--- src/hdl/sel_pkg.sv ---
// constants for the secondary error log register bank
package sel_pkg;
    localparam int SEL_ADDR_W = 12;
    localparam logic [11:0] SEL_OFF_HDR0 = 12'h11c;
    localparam logic [11:0] SEL_OFF_HDR1 = 12'h120;
    localparam logic [11:0] SEL_OFF_HDR2 = 12'h124;
    localparam logic [11:0] SEL_OFF_HDR3 = 12'h128;
    localparam logic [11:0] SEL_OFF_FLAGS = 12'h12c;
    localparam logic [11:0] SEL_OFF_SEVR = 12'h134;
    localparam logic [11:0] SEL_OFF_FIRST = 12'h138;
    localparam int SEL_BIT_SYS_ERR = 12;
    localparam int SEL_BIT_PAR_SIG = 11;
    localparam int SEL_BIT_DISCARD = 10;
    localparam int SEL_BIT_ADDR_PAR = 9;
    localparam int SEL_BIT_DATA_PAR = 7;
    localparam int SEL_BIT_MABORT = 3;
    localparam int SEL_BIT_TABORT = 2;
    // flag bits that exist; every other status bit reads zero
    localparam logic [31:0] SEL_FLAGS_LIVE = 32'h0000_1e8c;
    // severity bits software may write (bit 0 is read-only)
    localparam logic [31:0] SEL_SEVR_WMASK = 32'h0000_3fee;
    localparam logic [31:0] SEL_SEVR_RST = 32'h0000_1340;
    localparam logic [31:0] SEL_HDR_RST = 32'h0000_0000;
    localparam logic [31:0] SEL_FLAGS_RST = 32'h0000_0000;
    localparam logic [4:0] SEL_FIRST_RST = 5'h00;
    localparam int SEL_NUM_EVT = 7;
endpackage

--- src/hdl/sel_evt_if.sv ---
// event bundle between the bank and its flag logic
`timescale 1ns/10ps
`default_nettype none
interface sel_evt_if;
    logic [31:0] evt_vec;
    logic [31:0] clr_vec;
    logic [31:0] flags;
    logic any_new;
    logic [4:0] first_pos;
    modport bank (output evt_vec, output clr_vec, input flags, input any_new, input first_pos);
    modport flag (input evt_vec, input clr_vec, output flags, output any_new, output first_pos);
endinterface
`default_nettype wire

--- src/hdl/sel_flag_bits.sv ---
// sticky write-one-to-clear flags with first-error pointer
`timescale 1ns/10ps
`default_nettype none
module sel_flag_bits
    import sel_pkg::*;
(
    // clock and error-log reset
    input wire logic sys_clk_i,
    input wire logic log_rst_i,
    // events and clears
    sel_evt_if.flag ev
);
    logic [31:0] flags_reg;
    logic [31:0] flags_next;
    logic [4:0] first_reg;
    logic [4:0] first_next;
    logic [31:0] live_evt;
    logic [4:0] low_pos;

    assign live_evt = ev.evt_vec & SEL_FLAGS_LIVE;
    // set wins over a same-cycle clear
    assign flags_next = ((flags_reg & ~ev.clr_vec) | live_evt) & SEL_FLAGS_LIVE;

    // lowest set event position if several fire at once
    always_comb begin
        low_pos = 5'h00;
        for (int i = 31; i >= 0; i--) begin
            if (live_evt[i]) begin
                low_pos = 5'(i);
            end
        end
    end
    // pointer latches only when no flag was pending
    assign first_next = (live_evt != 32'h0 && flags_reg == 32'h0) ? low_pos : first_reg;

    always_ff @(posedge sys_clk_i) begin
        if (log_rst_i) begin
            flags_reg <= SEL_FLAGS_RST;
            first_reg <= SEL_FIRST_RST;
        end else begin
            flags_reg <= flags_next;
            first_reg <= first_next;
        end
    end

    assign ev.flags = flags_reg;
    assign ev.any_new = |live_evt;
    assign ev.first_pos = first_reg;
endmodule
`default_nettype wire

--- src/hdl/sel_hdr_log.sv ---
// four-word packet header capture
`timescale 1ns/10ps
`default_nettype none
module sel_hdr_log
    import sel_pkg::*;
#(
    parameter int WORDS = 4
) (
    // clock and error-log reset
    input wire logic sys_clk_i,
    input wire logic log_rst_i,
    // capture
    input wire logic cap_i,
    input wire logic [32*WORDS-1:0] hdr_i,
    // stored words
    output logic [32*WORDS-1:0] hdr_o
);
    // the offsets and the read mux only know a four-word log
    if (WORDS != 4) begin : g_bad_words
        $error("header log needs four words");
    end
    logic [31:0] word_reg [WORDS];
    genvar g;
    generate
        for (g = 0; g < WORDS; g++) begin : g_word
            always_ff @(posedge sys_clk_i) begin
                if (log_rst_i) begin
                    word_reg[g] <= SEL_HDR_RST;
                end else if (cap_i) begin
                    word_reg[g] <= hdr_i[32*g +: 32];
                end
            end
            assign hdr_o[32*g +: 32] = word_reg[g];
        end
    endgenerate
endmodule
`default_nettype wire

--- src/hdl/sel_regs.sv ---
// secondary error log register bank of the bridge
// Function
// - latest error overwrites the header log with its full packet header.
// - header log is four words at 0x11c..0x128, first word lowest.
// - earliest transmitted byte sits in each word's lowest byte.
// - header log clears only on link, global or power-on reset.
// - software clears status flags only by writing one; zero leaves them.
// - bit 12 sets when system error seen on secondary bus.
// - bit 11 sets when parity error signal seen on secondary bus.
// - bit 10 sets on discard timer expiry of secondary delayed transaction.
// - bit 9 sets on address-phase parity error of upstream transaction.
// - bit 7 sets on upstream write data parity or read-forward parity signal.
// - bit 3 sets when our initiated transaction gets master abort.
// - bit 2 sets when our initiated transaction gets target abort.
// - extended-bus-only bits 13,8,6,5,1,0 read zero, not writable.
// - reserved bits 31:14 and 4 read zero.
// - flags also clear on link, global or power-on reset.
// - severity bit one reports fatal, zero reports nonfatal.
// - severity resets to 0x1340.
// - five-bit pointer holds position of first detected error.
`timescale 1ns/10ps
`default_nettype none
module sel_regs
    import sel_pkg::*;
(
    // clock and resets
    input wire logic sys_clk_i,
    input wire logic sys_rst_i,
    input wire logic link_reset_n_i,
    input wire logic global_reset_n_i,
    // configuration access
    input wire logic cfg_wr_i,
    input wire logic cfg_rd_i,
    input wire logic [sel_pkg::SEL_ADDR_W-1:0] cfg_addr_i,
    input wire logic [31:0] cfg_wdata_i,
    output logic [31:0] cfg_rdata_o,
    output logic cfg_rvalid_o,
    // secondary bus pins
    input wire logic sec_serr_n_i,
    input wire logic sec_perr_n_i,
    // internal error events
    input wire logic discard_expired_i,
    input wire logic addr_parity_err_i,
    input wire logic wr_data_parity_err_i,
    input wire logic rd_fwd_active_i,
    input wire logic master_abort_i,
    input wire logic target_abort_i,
    // header of the erring packet, byte 0 earliest
    input wire logic hdr_valid_i,
    input wire logic [127:0] hdr_bytes_i,
    // error message request
    output logic err_msg_o,
    output logic err_fatal_o
);
    import sel_pkg::*;

    sel_evt_if ev ();

    // pins from the secondary bus go through two flops first
    logic [1:0] serr_sync_reg;
    logic [1:0] perr_sync_reg;
    logic link_rst_sync_reg;
    logic link_rst_meta_reg;
    logic glob_rst_meta_reg;
    logic glob_rst_sync_reg;
    logic log_rst;
    logic serr_seen;
    logic perr_seen;

    always_ff @(posedge sys_clk_i) begin
        serr_sync_reg <= {serr_sync_reg[0], ~sec_serr_n_i};
        perr_sync_reg <= {perr_sync_reg[0], ~sec_perr_n_i};
        link_rst_meta_reg <= ~link_reset_n_i;
        link_rst_sync_reg <= link_rst_meta_reg;
        glob_rst_meta_reg <= ~global_reset_n_i;
        glob_rst_sync_reg <= glob_rst_meta_reg;
    end

    // sys_rst_i stands for the internal power-on reset
    assign log_rst = sys_rst_i | link_rst_sync_reg | glob_rst_sync_reg;
    assign serr_seen = serr_sync_reg[1];
    assign perr_seen = perr_sync_reg[1];

    // event vector by status bit position
    logic [31:0] evt;
    always_comb begin
        evt = 32'h0;
        evt[SEL_BIT_SYS_ERR] = serr_seen;
        evt[SEL_BIT_PAR_SIG] = perr_seen;
        evt[SEL_BIT_DISCARD] = discard_expired_i;
        evt[SEL_BIT_ADDR_PAR] = addr_parity_err_i;
        // read forwarding parity uses the synchronised signal
        evt[SEL_BIT_DATA_PAR] = wr_data_parity_err_i | (rd_fwd_active_i & perr_seen);
        evt[SEL_BIT_MABORT] = master_abort_i;
        evt[SEL_BIT_TABORT] = target_abort_i;
    end

    // address decode
    logic hit_h0;
    logic hit_h1;
    logic hit_h2;
    logic hit_h3;
    logic hit_flags;
    logic hit_sevr;
    logic hit_first;
    assign hit_h0 = (cfg_addr_i == SEL_OFF_HDR0);
    assign hit_h1 = (cfg_addr_i == SEL_OFF_HDR1);
    assign hit_h2 = (cfg_addr_i == SEL_OFF_HDR2);
    assign hit_h3 = (cfg_addr_i == SEL_OFF_HDR3);
    assign hit_flags = (cfg_addr_i == SEL_OFF_FLAGS);
    assign hit_sevr = (cfg_addr_i == SEL_OFF_SEVR);
    assign hit_first = (cfg_addr_i == SEL_OFF_FIRST);

    assign ev.evt_vec = evt;
    assign ev.clr_vec = (cfg_wr_i && hit_flags) ? cfg_wdata_i : 32'h0;

    sel_flag_bits u_flags (
        .sys_clk_i(sys_clk_i),
        .log_rst_i(log_rst),
        .ev(ev)
    );

    // capture header on any live event while hdr_valid_i is high; newest error wins
    logic [127:0] hdr_q;
    sel_hdr_log #(.WORDS(4)) u_hdr (
        .sys_clk_i(sys_clk_i),
        .log_rst_i(log_rst),
        .cap_i(ev.any_new & hdr_valid_i),
        .hdr_i(hdr_bytes_i),
        .hdr_o(hdr_q)
    );

    // severity register
    logic [31:0] sevr_reg;
    logic [31:0] sevr_next;
    assign sevr_next = (cfg_wr_i && hit_sevr) ? (cfg_wdata_i & SEL_SEVR_WMASK) : sevr_reg;
    always_ff @(posedge sys_clk_i) begin
        if (log_rst) begin
            sevr_reg <= SEL_SEVR_RST;
        end else begin
            sevr_reg <= sevr_next;
        end
    end

    // message request: fatal if any new event has its severity bit set
    logic [31:0] new_live;
    logic msg_reg;
    logic fatal_reg;
    assign new_live = evt & SEL_FLAGS_LIVE;
    always_ff @(posedge sys_clk_i) begin
        if (log_rst) begin
            msg_reg <= 1'b0;
            fatal_reg <= 1'b0;
        end else begin
            msg_reg <= |new_live;
            fatal_reg <= |(new_live & sevr_reg);
        end
    end
    assign err_msg_o = msg_reg;
    assign err_fatal_o = fatal_reg;

    // read mux, registered one cycle after the request
    logic [31:0] rd_mux;
    assign rd_mux = hit_h0 ? hdr_q[31:0] :
                    hit_h1 ? hdr_q[63:32] :
                    hit_h2 ? hdr_q[95:64] :
                    hit_h3 ? hdr_q[127:96] :
                    hit_flags ? (ev.flags & SEL_FLAGS_LIVE) :
                    hit_sevr ? sevr_reg :
                    hit_first ? {27'h0, ev.first_pos} : 32'h0;
    logic [31:0] rdata_reg;
    logic rvalid_reg;
    always_ff @(posedge sys_clk_i) begin
        if (sys_rst_i) begin
            rdata_reg <= 32'h0;
            rvalid_reg <= 1'b0;
        end else begin
            rdata_reg <= cfg_rd_i ? rd_mux : rdata_reg;
            rvalid_reg <= cfg_rd_i;
        end
    end
    assign cfg_rdata_o = rdata_reg;
    assign cfg_rvalid_o = rvalid_reg;
endmodule
`default_nettype wire

--- config.mk ---
export PLATFORM = sky130hd
export DESIGN_NAME = sel_regs
export DESIGN_NICKNAME = d
export VERILOG_FILES = /design/src/hdl/sel_pkg.sv /design/src/hdl/sel_evt_if.sv /design/src/hdl/sel_flag_bits.sv /design/src/hdl/sel_hdr_log.sv /design/src/hdl/sel_regs.sv
export SDC_FILE = /design/constraint.sdc
export NUM_CORES = 1
export LEC_CHECK = 0
export BUFFER_PORTS_ARGS = -buffer_cell sky130_fd_sc_hd__buf_2
export CAP_MARGIN = 30
export CELL_PAD_IN_SITES_DETAIL_PLACEMENT = 2
export CELL_PAD_IN_SITES_GLOBAL_PLACEMENT = 2
export CORE_MARGIN = 8
export CORE_UTILIZATION = 36
export DETAILED_ROUTE_END_ITERATION = 7
export GPL_ROUTABILITY_DRIVEN = 0
export PLACE_DENSITY_LB_ADDON = 0.15
export SLEW_MARGIN = 20
export SYNTH_ARGS = -nofsm -noshare
export SYNTH_HDL_FRONTEND = slang
export SYNTH_SLANG_ARGS = --single-unit
--- constraint.sdc ---
create_clock -name sys_clk_i -period 10.8 [get_ports sys_clk_i]
set_input_delay 0.54 -clock sys_clk_i [delete_from_list [all_inputs] [get_ports sys_clk_i]]
set_output_delay 0.54 -clock sys_clk_i [all_outputs]
set_load 0.005 [all_outputs]
==> flow_summary_export.csv <==
group,metric,value,unit
global_route,grt_max_degree,130,
clocking,hold_buffers,0,
place,dp_cells,1179,
floorplan,rows,55,
global_route,grt.busiest_layer,"met2",
yosys,synth_cell_type_count,48,
global_route,grt_util_met1,27.1,%
floorplan,die_h,168,um
yosys,synthesis.nets,935,
timing,fin_crit,3.02,ns
critical_path,cp-end-kind,"flop",
timing,rsz0062_at_grt,"false",
global_route,antenna_found_initial,0,
power_and_ir_drop,power,0.00155,W
critical_path,crit_type,"flop to flop",
route,firstDrtPassIters,5,
yosys,yosysTopAreaCellShare,46.1,%
timing,fin_hold_ws,0.239,ns
clocking,cts_inserted_buffers,17,
yosys,yosysWarnings,0,
timing,finalSetupViolCount,0,
yosys,ys_seq_elements,194,
route,drt_iter0_markers,388,
status,status,"completed",
min_path,hold_path.class,"primary input to flop",
final_layout,final_common_cell,"buf_2",
yosys,yosysTopAreaCell,"edfxtp_1",
clocking,post_cts_buffers,0,
final_layout,fin_cells,1214,
clocking,clk-insertion-delay-late,0.44,ns
timing,finalHoldViolations,0,
yosys,synthArstFlopShare,0,%
route,post_drt_via_cell_ratio,5.58,
clocking,tritoncts,"built",
flow_run,max-cap-violations,0,
global_route,grt_pass1_vias,7518,
final_layout,regArea,0.00516,mm2
clocking,htree_levels,4,
yosys,synth-edff-count,128,
global_route,grt_pass1_wl,44100,um
yosys,synth_area,0.00834,mm2
yosys,yosysSeqAreaShare,62.0,%
timing,fin_worst_skew,0.0197,ns
critical_path,cp-start-kind,"flop",
power_and_ir_drop,irDropWorstVdd,0.0772,mV
route,wirelength,28700,um
final_layout,finalNetCount,1104,
final_layout,antennaDiodeCount,0,
yosys,synthTopCellsByArea,"edfxtp_1, dfxtp_1, and3_1",
final_layout,largest_reg_flops,128,
global_route,grt_use_met3,4.77,%
floorplan,ios,222,
final_layout,multi_input_area,0.00291,mm2
critical_path,required,10.95,ns
global_route,overflow,0,
clocking,clk_pin_slew,0.08,ns
power_and_ir_drop,leakagePower,4.61,nW
timing,tightestPinTransition,0.924,ns
final_layout,layout_common_cells,"buf_2, and3_1, edfxtp_1",
timing,fin_setup_tns,0,ns
route,ant_nets,0,
clocking,ctsResizeCount,0,
final_layout,nFillCells,2372,
floorplan,core_area,0.0227,mm2
clocking,cts.sinks,194,
floorplan,die_w,168,um
yosys,syn_area_per_cell,11.1,um2
floorplan,dieArea,0.0283,mm2
final_layout,syn2layout_area_growth,22.3,%
yosys,synthCells,748,
clocking,cts_root_buffer,"clkbuf_16",
timing,fmax,331,MHz
clocking,clockBufferDepth,2,
route,dr_total_vias,6773,
global_route,met2_usage,32.8,%
final_layout,drive_above_1_share,27.3,%
route,wire_per_inst,23.6,um
route,drc,0,
power_and_ir_drop,power_density,152,mW/mm2
timing,relSlewSlack,37.9,%
place,dp_hpwl,20800,um
critical_path,crit_fanout,61,
critical_path,arrival,3.17,ns
yosys,ys.flop_type,"edfxtp_1",
timing,fin_crit_sh,27.9,%
floorplan,start_util,36.7,%
place,numPortBuffers,201,
timing,maxSlewViolCount,0,
global_route,gr-usage-all-layers,20.1,%
cells in the mapped netlist (5+ instances only):
library cell	n
and3_1	130
o21ai_0	21
inv_1	9
nor4_1	21
nand3b_1	5
a22oi_1	10
buf_2	9
a311oi_1	19
mux2i_1	24
nor2b_1	5
o2bb2ai_1	5
edfxtp_1	128
o2111ai_1	5
dfxtp_1	66
nor3_1	5
nor2_1	40
nand2_1	79
a21oi_1	44
nand3_1	25
clkbuf_1	50
logic make-up (layout without fill, tap and decap cells):
| kind of cell | after synthesis | after routing | synth area share, % |
|---|---|---|---|
| AO/OA/AOI/OAI | 125 | 125 | 9.92 |
| buffers and inverters | 72 | 253 | 3.47 |
| flip-flops | 194 | 194 | 62.0 |
| multiplexers | 25 | 25 | 3.02 |
| AND/OR/NAND/NOR | 332 | 332 | 21.6 |
per-stage QoR:
step	cell area, um2	util (%)	setup WS (ns)
2_1_floorplan	8340	-	6.08
3_3_place_gp	9520	41.9	7.16
3_5_place_dp	9540	42.0	7.46
4_1_cts	10100	44.5	7.74
5_1_grt	10200	44.9	7.69
6_report	10200	44.9	7.78
final cells by class:
cell class,count,share of cell area [%]
Tap cell,285,3.50
Sequential cell,194,50.7
Inverter,9,0.331
Timing Repair Buffer,213,11.5
Clock inverter,13,1.30
Multi-Input combinational cell,482,28.5
Clock buffer,18,4.21
per-layer routing:
layer  part of all wire (%)  wire length (um)  up-vias
met4                   0.57               163        0
met5                      0                 0        -
li1                       -                 -     3147
met2                     48             13800      184
met1                     46             13300     3431
met3                    5.1              1470       11
worst max-delay path, cell delays in order (launching register included):
cell	delay, ns
dfxtp_1	0.40
or4_1	0.57
or4_4	0.47
nand2_1	0.13
nand2_4	0.41
buf_4	0.43
buf_16	0.24
power breakdown:
part	switching (W)	leakage [nW]	internal, W
combinational	0.0000648	2.26	0.0000450
sequential	0.0000102	2.08	0.000810
clock	0.000310	0.275	0.000308
final timing paths:
path | from | to | slack, ns | cells after the start
setup / recovery | perr_sync_reg[1] | u_hdr.word_reg[3][2] | 7.78 | 6
hold reg to reg | perr_sync_reg[0] | perr_sync_reg[1] | 0.33 | 0
setup reg to reg | perr_sync_reg[1] | u_hdr.word_reg[3][2] | 7.78 | 6
hold / removal | sec_perr_n_i | perr_sync_reg[0] | 0.24 | 2
Note: power is estimated with default switching activity, not from simulation.
